$ cat config.mk
export PLATFORM = sky130hd
export DESIGN_NAME = adcrw_core
export DESIGN_NICKNAME = d
export VERILOG_FILES = /design/src/adcrw_core.v
export VERILOG_INCLUDE_DIRS = /design/src /design/src/inc
export SDC_FILE = /design/constraint.sdc
export NUM_CORES = 1
export LEC_CHECK = 0
export ABC_AREA = 1
export BUFFER_PORTS_ARGS = -buffer_cell sky130_fd_sc_hd__buf_2
export CORE_MARGIN = 3
export CORE_UTILIZATION = 48
export DETAILED_ROUTE_END_ITERATION = 16
export PLACE_DENSITY = 0.7
export SYNTH_ARGS = -nofsm -noshare
export SYNTH_HDL_FRONTEND = slang
export SYNTH_SLANG_ARGS = --single-unit
$ cat constraint.sdc
create_clock -name pclk -period 3.1 [get_ports pclk]
set_input_delay 0 -clock pclk [delete_from_list [all_inputs] [get_ports pclk]]
set_output_delay 0 -clock pclk [all_outputs]
set_load 0.05 [all_outputs]
$ cat src/inc/adcrw_regs.vh
// register indexes, fields, reset values and modes of the result and window register bank
`ifndef ADCRW_REGS_VH
`define ADCRW_REGS_VH

// register indexes; byte address on the bus is four times the index
`define ADCRW_IDX_WINMODE 6'h04
`define ADCRW_IDX_FLAGS 6'h0B
`define ADCRW_IDX_HALTCTRL 6'h0C
`define ADCRW_IDX_BUFFER 6'h0D
`define ADCRW_IDX_CONV_LO 6'h10
`define ADCRW_IDX_CONV_HI 6'h11
`define ADCRW_IDX_WLOW_LO 6'h12
`define ADCRW_IDX_WLOW_HI 6'h13
`define ADCRW_IDX_WHIGH_LO 6'h14
`define ADCRW_IDX_WHIGH_HI 6'h15

// field positions
`define ADCRW_HALTCTRL_RUN_BIT 0
`define ADCRW_FLAGS_DONE_BIT 0
`define ADCRW_FLAGS_MATCH_BIT 1
`define ADCRW_WINMODE_MODE_LSB 0
`define ADCRW_WINMODE_MODE_MSB 2
`define ADCRW_WINMODE_ACC_LSB 4
`define ADCRW_WINMODE_ACC_MSB 6

// reset values
`define ADCRW_RST_BYTE 8'h00
`define ADCRW_RST_WORD 16'h0000

// converter codes
`define ADCRW_CODE_MAX 10'h3FF
`define ADCRW_CODE_MIN 10'h000

// accumulation limit: 2**6 = 64 samples
`define ADCRW_ACC_LOG2_MAX 3'h6

// window comparator modes
`define ADCRW_WMODE_NONE 3'h0
`define ADCRW_WMODE_BELOW 3'h1
`define ADCRW_WMODE_ABOVE 3'h2
`define ADCRW_WMODE_BETWEEN 3'h3
`define ADCRW_WMODE_APART 3'h4

`endif

$ cat src/adcrw_core.v
// result, window threshold, byte buffer and halt control registers of the converter, on APB
//
// Contract
// - run bit clear: halt and ignore events
// - run bit set: keep running when halted
// - one shared byte buffer at 0x0D
// - low byte at base, high at base+1
// - input above reference reads 0x3FF
// - input below zero reads 0x000
// - at most 64 samples accumulated
// - unsigned straight binary results
// - 10-bit raw code in low bits
// - read-only result at 0x10, reset zero
// - window compares final accumulated value
// - lower limit register at 0x12
// - upper limit register at 0x14
// - between and apart window modes
// - compare once per measurement, set flag
// - result read or one clears flags
//
// Chosen here: the APB interface to the registers.
`timescale 1ns/1ps
`default_nettype none
`include "adcrw_regs.vh"

module adcrw_core #(
    parameter CODE_W = 10,
    parameter SUM_W = 16
) (
    input wire pclk,
    input wire presetn,
    input wire psel,
    input wire penable,
    input wire pwrite,
    input wire [31:0] paddr,
    input wire [31:0] pwdata,
    input wire [3:0] pstrb,
    output reg [31:0] prdata,
    output reg pready,
    output reg pslverr,
    input wire debug_halted,
    input wire start_event,
    input wire sample_valid,
    input wire [CODE_W-1:0] sample_code,
    input wire sample_over,
    input wire sample_under,
    output wire conv_run,
    output wire conv_start,
    output wire sample_done_flag,
    output wire window_match_flag
);

////////////////////////////////////////////////////////////////////////////////
// registers

reg [7:0] halt_behaviour_ctrl_r;
reg [7:0] byte_access_buffer_r;
reg [SUM_W-1:0] conversion_output_r;
wire [SUM_W-1:0] lower_window_limit_r;
wire [SUM_W-1:0] upper_window_limit_r;
reg [7:0] winmode_r;
wire done_r;
wire match_r;
reg [SUM_W-1:0] acc_r;
reg [6:0] cnt_r;
// high byte of a result read, taken with its low byte
reg [7:0] hi_snap_r;
// result replaced at the setup edge of a read
reg out_moved_r;

wire run_while_halted;
wire active;
wire [2:0] wmode;
wire [2:0] acc_log2;
wire [6:0] acc_target;

assign run_while_halted = halt_behaviour_ctrl_r[`ADCRW_HALTCTRL_RUN_BIT];
assign active = ~debug_halted | run_while_halted;
assign conv_run = active;
assign conv_start = start_event & active;
assign sample_done_flag = done_r;
assign window_match_flag = match_r;

assign wmode = winmode_r[`ADCRW_WINMODE_MODE_MSB:`ADCRW_WINMODE_MODE_LSB];
assign acc_log2 = (winmode_r[`ADCRW_WINMODE_ACC_MSB:`ADCRW_WINMODE_ACC_LSB] >
                   `ADCRW_ACC_LOG2_MAX) ? `ADCRW_ACC_LOG2_MAX :
                  winmode_r[`ADCRW_WINMODE_ACC_MSB:`ADCRW_WINMODE_ACC_LSB];
assign acc_target = 7'h01 << acc_log2;

////////////////////////////////////////////////////////////////////////////////
// sample path

reg [CODE_W-1:0] code_sat;
reg [SUM_W-1:0] acc_sum;
reg meas_end;
reg win_hit;
wire sample_take;

assign sample_take = sample_valid & active;

always @* begin
    if (sample_over) begin
        code_sat = `ADCRW_CODE_MAX;
    end else if (sample_under) begin
        code_sat = `ADCRW_CODE_MIN;
    end else begin
        code_sat = sample_code;
    end
    acc_sum = acc_r + {{(SUM_W-CODE_W){1'b0}}, code_sat};
    // a target lowered mid-sum still ends it; no wrap past 64
    meas_end = sample_take & ((cnt_r + 7'h01) >= acc_target);
    case (wmode)
        `ADCRW_WMODE_BELOW: win_hit = acc_sum < lower_window_limit_r;
        `ADCRW_WMODE_ABOVE: win_hit = acc_sum > upper_window_limit_r;
        `ADCRW_WMODE_BETWEEN: win_hit = (acc_sum > lower_window_limit_r) &&
                                        (acc_sum < upper_window_limit_r);
        `ADCRW_WMODE_APART: win_hit = (acc_sum < lower_window_limit_r) ||
                                      (acc_sum > upper_window_limit_r);
        default: win_hit = 1'b0;
    endcase
end

always @(posedge pclk or negedge presetn) begin
    if (!presetn) begin
        acc_r <= `ADCRW_RST_WORD;
        cnt_r <= 7'h00;
        conversion_output_r <= `ADCRW_RST_WORD;
    end else if (sample_take) begin
        if (meas_end) begin
            acc_r <= `ADCRW_RST_WORD;
            cnt_r <= 7'h00;
            conversion_output_r <= acc_sum;
        end else begin
            acc_r <= acc_sum;
            cnt_r <= cnt_r + 7'h01;
        end
    end
end

////////////////////////////////////////////////////////////////////////////////
// apb decode

wire [5:0] idx;
wire setup_ph;
wire wr_go;
wire rd_go;
reg mapped;
reg [7:0] rd_byte;

assign idx = paddr[7:2];
assign setup_ph = psel & ~penable;
// side effects only at the completing edge
assign wr_go = psel & penable & pready & pwrite & ~pslverr & pstrb[0];
assign rd_go = psel & penable & pready & ~pwrite & ~pslverr;

always @* begin
    mapped = 1'b1;
    rd_byte = 8'h00;
    case (idx)
        `ADCRW_IDX_WINMODE: rd_byte = winmode_r;
        `ADCRW_IDX_FLAGS: rd_byte = {6'h00, match_r, done_r};
        `ADCRW_IDX_HALTCTRL: rd_byte = halt_behaviour_ctrl_r;
        `ADCRW_IDX_BUFFER: rd_byte = byte_access_buffer_r;
        `ADCRW_IDX_CONV_LO: rd_byte = conversion_output_r[7:0];
        `ADCRW_IDX_CONV_HI: rd_byte = byte_access_buffer_r;
        `ADCRW_IDX_WLOW_LO: rd_byte = lower_window_limit_r[7:0];
        `ADCRW_IDX_WLOW_HI: rd_byte = byte_access_buffer_r;
        `ADCRW_IDX_WHIGH_LO: rd_byte = upper_window_limit_r[7:0];
        `ADCRW_IDX_WHIGH_HI: rd_byte = byte_access_buffer_r;
        default: mapped = 1'b0;
    endcase
    if (|paddr[31:8]) begin
        mapped = 1'b0;
    end
end

// one wait-free access phase; data held in flops
always @(posedge pclk or negedge presetn) begin
    if (!presetn) begin
        prdata <= 32'h00000000;
        pready <= 1'b0;
        pslverr <= 1'b0;
        hi_snap_r <= 8'h00;
        out_moved_r <= 1'b0;
    end else begin
        pready <= setup_ph;
        pslverr <= setup_ph & ~mapped;
        out_moved_r <= meas_end;
        if (setup_ph) begin
            hi_snap_r <= conversion_output_r[15:8];
        end
        if (setup_ph & ~pwrite & mapped) begin
            prdata <= {24'h000000, rd_byte};
        end else if (setup_ph) begin
            prdata <= 32'h00000000;
        end
    end
end

////////////////////////////////////////////////////////////////////////////////
// register writes

always @(posedge pclk or negedge presetn) begin
    if (!presetn) begin
        halt_behaviour_ctrl_r <= `ADCRW_RST_BYTE;
        winmode_r <= `ADCRW_RST_BYTE;
        byte_access_buffer_r <= `ADCRW_RST_BYTE;
    end else if (wr_go) begin
        case (idx)
            `ADCRW_IDX_WINMODE: winmode_r <= {1'b0, pwdata[6:4], 1'b0, pwdata[2:0]};
            `ADCRW_IDX_HALTCTRL: halt_behaviour_ctrl_r <= {7'h00, pwdata[0]};
            `ADCRW_IDX_BUFFER: byte_access_buffer_r <= pwdata[7:0];
            `ADCRW_IDX_WLOW_LO: byte_access_buffer_r <= pwdata[7:0];
            `ADCRW_IDX_WHIGH_LO: byte_access_buffer_r <= pwdata[7:0];
            default: ;
        endcase
    end else if (rd_go) begin
        case (idx)
            // snapshot keeps both bytes from one result
            `ADCRW_IDX_CONV_LO: byte_access_buffer_r <= hi_snap_r;
            `ADCRW_IDX_WLOW_LO: byte_access_buffer_r <= lower_window_limit_r[15:8];
            `ADCRW_IDX_WHIGH_LO: byte_access_buffer_r <= upper_window_limit_r[15:8];
            default: ;
        endcase
    end
end

////////////////////////////////////////////////////////////////////////////////
// limit commits; the high-byte write lands both halves at once

wire wlow_commit;
wire whigh_commit;

assign wlow_commit = wr_go & (idx == `ADCRW_IDX_WLOW_HI);
assign whigh_commit = wr_go & (idx == `ADCRW_IDX_WHIGH_HI);

adcrw_word u_lower_limit (
    .pclk(pclk),
    .presetn(presetn),
    .commit(wlow_commit),
    .hi_byte(pwdata[7:0]),
    .lo_byte(byte_access_buffer_r),
    .word_r(lower_window_limit_r)
);

adcrw_word u_upper_limit (
    .pclk(pclk),
    .presetn(presetn),
    .commit(whigh_commit),
    .hi_byte(pwdata[7:0]),
    .lo_byte(byte_access_buffer_r),
    .word_r(upper_window_limit_r)
);

////////////////////////////////////////////////////////////////////////////////
// flags; a new measurement beats a clear in the same cycle

wire clr_by_read;
wire clr_done_w;
wire clr_match_w;

// result read clears
// a read that raced a new result leaves its flags set
assign clr_by_read = rd_go & (idx == `ADCRW_IDX_CONV_LO) & ~out_moved_r;
assign clr_done_w = wr_go & (idx == `ADCRW_IDX_FLAGS) & pwdata[`ADCRW_FLAGS_DONE_BIT];
assign clr_match_w = wr_go & (idx == `ADCRW_IDX_FLAGS) & pwdata[`ADCRW_FLAGS_MATCH_BIT];

adcrw_flag u_done_flag (
    .pclk(pclk),
    .presetn(presetn),
    .set_in(meas_end),
    .clr_in(clr_by_read | clr_done_w),
    .flag_r(done_r)
);

adcrw_flag u_match_flag (
    .pclk(pclk),
    .presetn(presetn),
    .set_in(meas_end & win_hit),
    .clr_in(clr_by_read | clr_match_w),
    .flag_r(match_r)
);

endmodule // adcrw_core

////////////////////////////////////////////////////////////////////////////////
// sticky status bit; set wins over clear

module adcrw_flag (
    input wire pclk,
    input wire presetn,
    input wire set_in,
    input wire clr_in,
    output reg flag_r
);

always @(posedge pclk or negedge presetn) begin
    if (!presetn) begin
        flag_r <= 1'b0;
    // a clear in the same cycle must not lose a fresh event
    end else if (set_in) begin
        flag_r <= 1'b1;
    end else if (clr_in) begin
        flag_r <= 1'b0;
    end
end

endmodule // adcrw_flag

////////////////////////////////////////////////////////////////////////////////
// 16-bit threshold loaded whole from buffer and high byte

module adcrw_word (
    input wire pclk,
    input wire presetn,
    input wire commit,
    input wire [7:0] hi_byte,
    input wire [7:0] lo_byte,
    output reg [15:0] word_r
);

always @(posedge pclk or negedge presetn) begin
    if (!presetn) begin
        word_r <= `ADCRW_RST_WORD;
    end else if (commit) begin
        word_r <= {hi_byte, lo_byte};
    end
end

endmodule // adcrw_word
`default_nettype wire

-- After elaboration in Yosys (flattened, before gate mapping)
Index checks and enable logic that the tools add are counted.
- shifts and indexed selects: 1
- multiplexer cells: 19
- bitwise logic cells: 31
- $lt $le $gt $ge: 6
- add/subtract/negate cells: 2
- multiply operators: 0
- divide/modulo/power cells: 0
- reduce and logical (&&, ||, !) cells: 15
- equality and inequality tests: 15
- operators by type and width (operator ; number):
    32-bit two-way mux ; 2
    8-bit one-hot mux with 7 select lines ; 1
    6-bit by 5-bit == test with 1-bit output (second input constant) ; 6
    16-bit greater-than comparator ; 2
    16-bit < comparator ; 2
    8-bit two-way mux ; 3
    8-bit one-hot mux with 3 select lines ; 1
    24-bit OR reduction ; 1
    1-bit bitwise AND ; 22
    10-bit two-way mux ; 2
    6-bit by 4-bit == test with 1-bit output (second input constant) ; 3
    16-bit by 10-bit adder with 16-bit output ; 1
    16-bit two-way mux ; 1
    10-bit OR reduction ; 1
    2-bit nonzero test ; 4
    7-bit by 1-bit adder with 7-bit output (second input constant) ; 1
    7-bit greater-or-equal comparator ; 1
    7-bit two-way mux ; 1
    1-bit by 3-bit << shifter with 7-bit output (first input constant) ; 1
    3-bit by 2-bit == test with 1-bit output (second input constant) ; 2
    6-bit by 3-bit == test with 1-bit output (second input constant) ; 1
    1-bit two-way mux ; 6
    1-bit inverter ; 6
    2-bit AND reduction ; 3
    other kinds (13) ; 15
- RAM bits: 0
- bits in registers: 131
- word-level logic and storage cells: 104
- input bits: 88
- output and inout port bits: 38
- latch bits: 0
- memories: 0
- ROM bits: 0

-- Longest topological paths before layout
- word-level depth: 10
- depth in mapped cells: 25
- gate-level depth less buffers: 25

-- By module
A second synthesis with hierarchy kept.
- cell total of the unflattened synthesis: 898
- area total of the unflattened synthesis: 6886.6 µm²
- by module, submodules not included (module ; cells each ; area each (µm²) ; sequential area each (µm²) ; instances):
    adcrw_core ; 752 ; 5517.8 ; 1826.8 ; 1
    adcrw_word ; 68 ; 644.4 ; 400.4 ; 2
    adcrw_flag ; 5 ; 40.0 ; 25.0 ; 2

-- Worst setup path before layout
Ideal clock, no wire load.
- path kind: reg2reg
- from: register acc_r[2]
- to: register u_match_flag.flag_r
- library setup time: 0.124 ns
- path buffers: 0
- slack: 0.324 ns
- period minus slack after synthesis: 2.776 ns
- data arrival time: 2.652 ns
- data required time: 2.976 ns
- stages on the path, launching flop included: 20
- cells stage by stage: dfrtp_1 > ha_1 > a21oi_1 > o21ai_1 > nor2_1 > o21bai_2 > nand2_1 > nand3b_1 > and2_1 > ha_1 > nand2_1 > nor2_1 > nand2_1 > nor2_1 > nand2_1 > nand3_1 > nand3b_1 > nand3_1 > nand2_1 > nand2_1
- cells in the longest elaborated chain, start to end: 6
- elaborated cells on any way between the ends: 11
- those cells by class: 1 x add/sub; 4 x order compare; 2 x mux; 1 x bitwise; 3 x reduce/logical
- ends and longest elaborated chain (item ; line ; RTL):
    start: declaration ; adcrw_core.v:64 ; reg [SUM_W-1:0] acc_r;
    start signal: assignment ; adcrw_core.v:125 ; acc_r <= `ADCRW_RST_WORD;
    start signal: assignment ; adcrw_core.v:130 ; acc_r <= `ADCRW_RST_WORD;
    start signal: assignment ; adcrw_core.v:134 ; acc_r <= acc_sum;
    16-bit by 10-bit adder with 16-bit output * ; adcrw_core.v:109 ; acc_sum = acc_r + {{(SUM_W-CODE_W){1'b0}}, code_sat};
    net acc_sum[15] ; adcrw_core.v:94 ; reg [SUM_W-1:0] acc_sum;
    16-bit < comparator (tied with other cells) ; adcrw_core.v:113, adcrw_core.v:117 ;
    1-bit logical OR or 1-bit logical AND (tied branches) ; adcrw_core.v:117, adcrw_core.v:115 ;
    1-bit one-hot mux with 4 select lines * ; adcrw_core.v:112 ; case (wmode)
    1-bit bitwise AND * ; adcrw_core.v:279 ; .set_in(meas_end & win_hit),
    1-bit two-way mux or 2-bit nonzero test (tied branches) ; n/a ;
    end signal: assignment ; adcrw_core.v:299 ; flag_r <= 1'b0;
    end signal: assignment ; adcrw_core.v:302 ; flag_r <= 1'b1;
    end signal: assignment ; adcrw_core.v:304 ; flag_r <= 1'b0;
    end: declaration ; adcrw_core.v:294 ; output reg flag_r
Mark *: on every way through the listed nets, which the timed path passes. The rest lies on a longest branch.
A chain may end at the register's enable or synchronous reset.

-- Final worst setup path
- from: register acc_r[3]
- to: register u_match_flag.flag_r
Same word-level chain as after synthesis.

==> metrics.md <==
| Metric | Value |
|---|---|
| # setup viols final | `0` |
| Fraction of layout cells with a size suffix above 1 | `22.9%` |
| WP data arrival | `3.21 ns` |
| Worst r2r dst | `u_match_flag.flag_r$_DFFE_PN0P_` |
| Worst-path cell chain | `ha_4 > nand2_4 > nor3_4 > nor2_2 > o21bai_2 > nand2_1 > nand2_1 > nand2_1 > and2_4 > ha_4 > nand2_2 > nor2_4 > nand2_2 > nor2_2 > nand4_1 > nand3_1 > nand2_1 > inv_1 > nand3_1 > nand2_1 > nand2_1` |
| Post-synth cell types | `45` |
| Cell Area, Placed | `0.00748 mm2` |
| Worst Path Buf+Inv | `1` |
| Yosys reg bits | `107` |
| First-pass GRT wire length | `29200 um` |
| Die height | `125 um` |
| Detailed placement HPWL | `13600 um` |
| Fillers | `1223` |
| WP depth | `21` |
| Worst slew margin | `46.4%` |
| Core area | `0.0135 mm2` |
| Syn Inst Count | `880` |
| Syn. warnings | `0` |
| CP startpoint | `acc_r[3]$_DFFE_PN0P_` |
| GPL Wtd Cong | `0.944` |
| Async set-or-reset flop fraction in the synthesized netlist | `100%` |
| CP required | `3.34 ns` |
| Slowest CP cell | `dfrtp_1` |
| CTS buffer count | `9` |
| Die Area | `0.0156 mm2` |
| Largest net degree at the start of global routing | `62` |
| Clk_skew | `0.00969 ns` |
| Sequential area share after synthesis | `39.5%` |
| Mapped cell area | `0.00678 mm2` |
| Worst-Skew Late Latency | `0.36 ns` |
| Global route overflow | `0` |
| Ranking of synthesized cells by area | `dfrtp_1 40%, nand2_1 15%, ha_1 9.2%` |
| Layout area overhead | `24.2%` |
| Leak | `4.24 nW` |
| NumNets Final | `1140` |
| Placement Setup Slack | `-0.225 ns` |
| Drt wl/cell | `15.8 um` |
| Via density | `5.27` |
| Dpl cells | `1149` |
| Yosys top cell area share | `39.5%` |
| Crit. End Element | `register` |
| Antenna Cells | `0` |
| Count leader, synth | `nand2_1` |
| Residual antenna-violating net count after detailed routing | `0` |
| CTS Buffer Depth | `2` |
| Crit path capture | `u_match_flag.flag_r$_DFFE_PN0P_` |
| Top cell by count, worst path | `nand2_1` |
| CP max FO | `3` |
| Sink Count | `107` |
| Final worst setup slack | `0.131 ns` |
| GRT Resource Usage Total | `23.4%` |
| CP startpoint kind | `register` |
| Maximum VDD drop | `0.561 mV` |
| CP top delay family | `simple AND/OR/NAND/NOR gates` |
| Syn Area/Cell | `7.70 um2` |
| Fin. Hold Viols | `0` |
| Overall power | `5.47 mW` |
| Final TNS setup | `0 ns` |
| Hold Slack | `0.0143 ns` |
| Period minus WS final | `2.97 ns` |
| EDFF count, synth | `0` |
| Max Cap Viol | `0` |
| DRC Markers | `0` |
| Row cnt | `42` |
| CTS tree | `yes` |
| Outcome | `finished clean` |
| FF-to-FF path depth | `21` |
| I/O Pins | `126` |
| Slew Viols, Final | `0` |
| Reg2Reg Setup Slack | `0.13 ns` |
| Clock Pin Slew Worst Setup and Hold Paths | `0.07 ns` |
| Finished Layout Cells | `1182` |
| Final Util | `62.3%` |
| DRT iter0 DRCs | `475` |
| Overall die width | `125 um` |
| Post-route cell area | `0.00842 mm2` |
| Initial antenna violation count | `0` |
| Final critical-path share of the clock period | `95.8%` |
| Hold Path Class | `primary input to register` |
| Vias | `6224` |
| Post-Route WL | `18700 um` |
| Max incr delay on CP | `0.42 ns` |
| Synth area leader | `dfrtp_1` |
| Critical path type | `register to register` |
| Cell area power density | `649 mW/mm2` |
| H-tree depth | `3` |
| 1st-pass router iterations | `5` |
| Max Clk Rate | `337 MHz` |
| IO Port Bufs | `72` |
| Main synth FF type | `dfrtp_1` |
| Clock tree root buffer cell | `clkbuf_16` |
| Least-Margin Pin Slew | `0.804 ns` |
| Commonest cells post-synth | `266 x nand2_1, 107 x dfrtp_1, 98 x inv_1, 59 x o21ai_0, 50 x ha_1` |
| Reg2reg start | `acc_r[3]$_DFFE_PN0P_` |
| Vias in the first global route | `5869` |
| Starting Density | `50.2%` |
[state kept, by name, summed over array words and instances, names as in the netlist]
register and cells:
u_upper_limit.word_r 16, out_moved_r 1, byte_access_buffer_r 8, halt_behaviour_ctrl_r 1, winmode_r 6, u_match_flag.flag_r 1, conversion_output_r 16, hi_snap_r 8
prdata 8, u_done_flag.flag_r 1, acc_r 16, pslverr 1, pready 1, u_lower_limit.word_r 16, cnt_r 7
[kinds of logic (layout without fill, tap and decap cells)]
logic type | count (synthesis) | count (layout) | share of synthesized area [%]
fa+ha+maj | 51 | 51 | 9.53
compound gates | 160 | 160 | 14.0
buf+inv | 150 | 253 | 9.97
flops | 107 | 107 | 39.5
xor+xnor | 13 | 13 | 1.68
simple gates | 398 | 398 | 25.3
other cells | 1 | 24 | 0.0553
[worst register-to-register path: stages (launching register included)]
cell and delay (ns):
dfrtp_1 0.42, ha_4 0.32, nand2_4 0.08, nor3_4 0.23, nor2_2 0.09, o21bai_2 0.17, nand2_1 0.08, nand2_1 0.07
nand2_1 0.07, and2_4 0.16, ha_4 0.27, nand2_2 0.07, nor2_4 0.10, nand2_2 0.07, nor2_2 0.13, nand4_1 0.14
nand3_1 0.11, nand2_1 0.06, inv_1 0.05, nand3_1 0.06, nand2_1 0.06, nand2_1 0.05
[timing repair]
item                                   CTS  global route
setup endpoints to repair                1             1
hold buffers                            10             0
gates resized for setup                  7            77
endpoints found under the hold margin   84             0
pin swaps                                1            29
gates cloned                             0             0
buffers inserted                         0             9
[per-layer routing]
metal	GRT usage (%)	up-vias	routed length, um
met5	0	-	0
met4	7.08	0	429
met3	3.69	27	975
met2	37.4	160	8890
met1	32.9	2952	8420
li1	-	3085	-
[where the power goes]
group          internal [mW]  leakage [nW]  total, mW  switching (mW)
registers               1.57          1.41       1.70           0.135
clock network          0.809         0.169       1.32           0.510
logic                   1.02          2.66       2.45            1.42
total                   3.40          4.24       5.47            2.07
[worst min path at each step]
| stage | cells past startpoint | end | startpoint |
|---|---|---|---|
| floorplan | 0 | acc_r[0]$_DFFE_PN0P_ | presetn |
| global placement | 1 | u_lower_limit.word_r[2]$_DFFE_PN0P_ | presetn |
| detailed placement | 1 | prdata[0]$_DFFE_PN0P_ | presetn |
| CTS | 3 | winmode_r[0]$_DFFE_PN0P_ | pwdata[0] |
| global route | 3 | winmode_r[0]$_DFFE_PN0P_ | pwdata[0] |
| finish | 3 | winmode_r[0]$_DFFE_PN0P_ | pwdata[0] |
[cell usage in the layout, fill, tap and decap left out, types with 3 or more instances in the layout]
master / count
a21o_1: 3
a21oi_1: 30
a21oi_2: 6
a22o_1: 10
and2_4: 5
buf_2: 71
buf_4: 46
bufinv_16: 3
clkbuf_16: 9
clkinv_1: 4
conb_1: 24
dfrtp_1: 107
dlygate4sd3_1: 10
ha_1: 36
ha_4: 13
inv_1: 96
inv_2: 9
nand2_1: 255
nand2_2: 17
nand3_1: 34
nand3_2: 6
nand4_1: 6
nor2_1: 25
nor2_2: 11
nor2_4: 7
nor3_1: 12
nor4_1: 7
o2111ai_1: 7
o21ai_0: 56
o21ai_1: 23
o221ai_1: 6
o31ai_1: 3
xnor2_1: 3
xor2_1: 8
[area by class of cell]
class	count	area [um2]	share of cell area (%)
timing repair buffer	128	821	9.75
clock buffer	11	243	2.88
clock inverter	5	100	1.19
tap	176	220	2.62
sequential	107	2680	31.8
multi-input combinational	646	3950	46.9
inverter	109	409	4.86
Power figures use the tool's default switching activity.
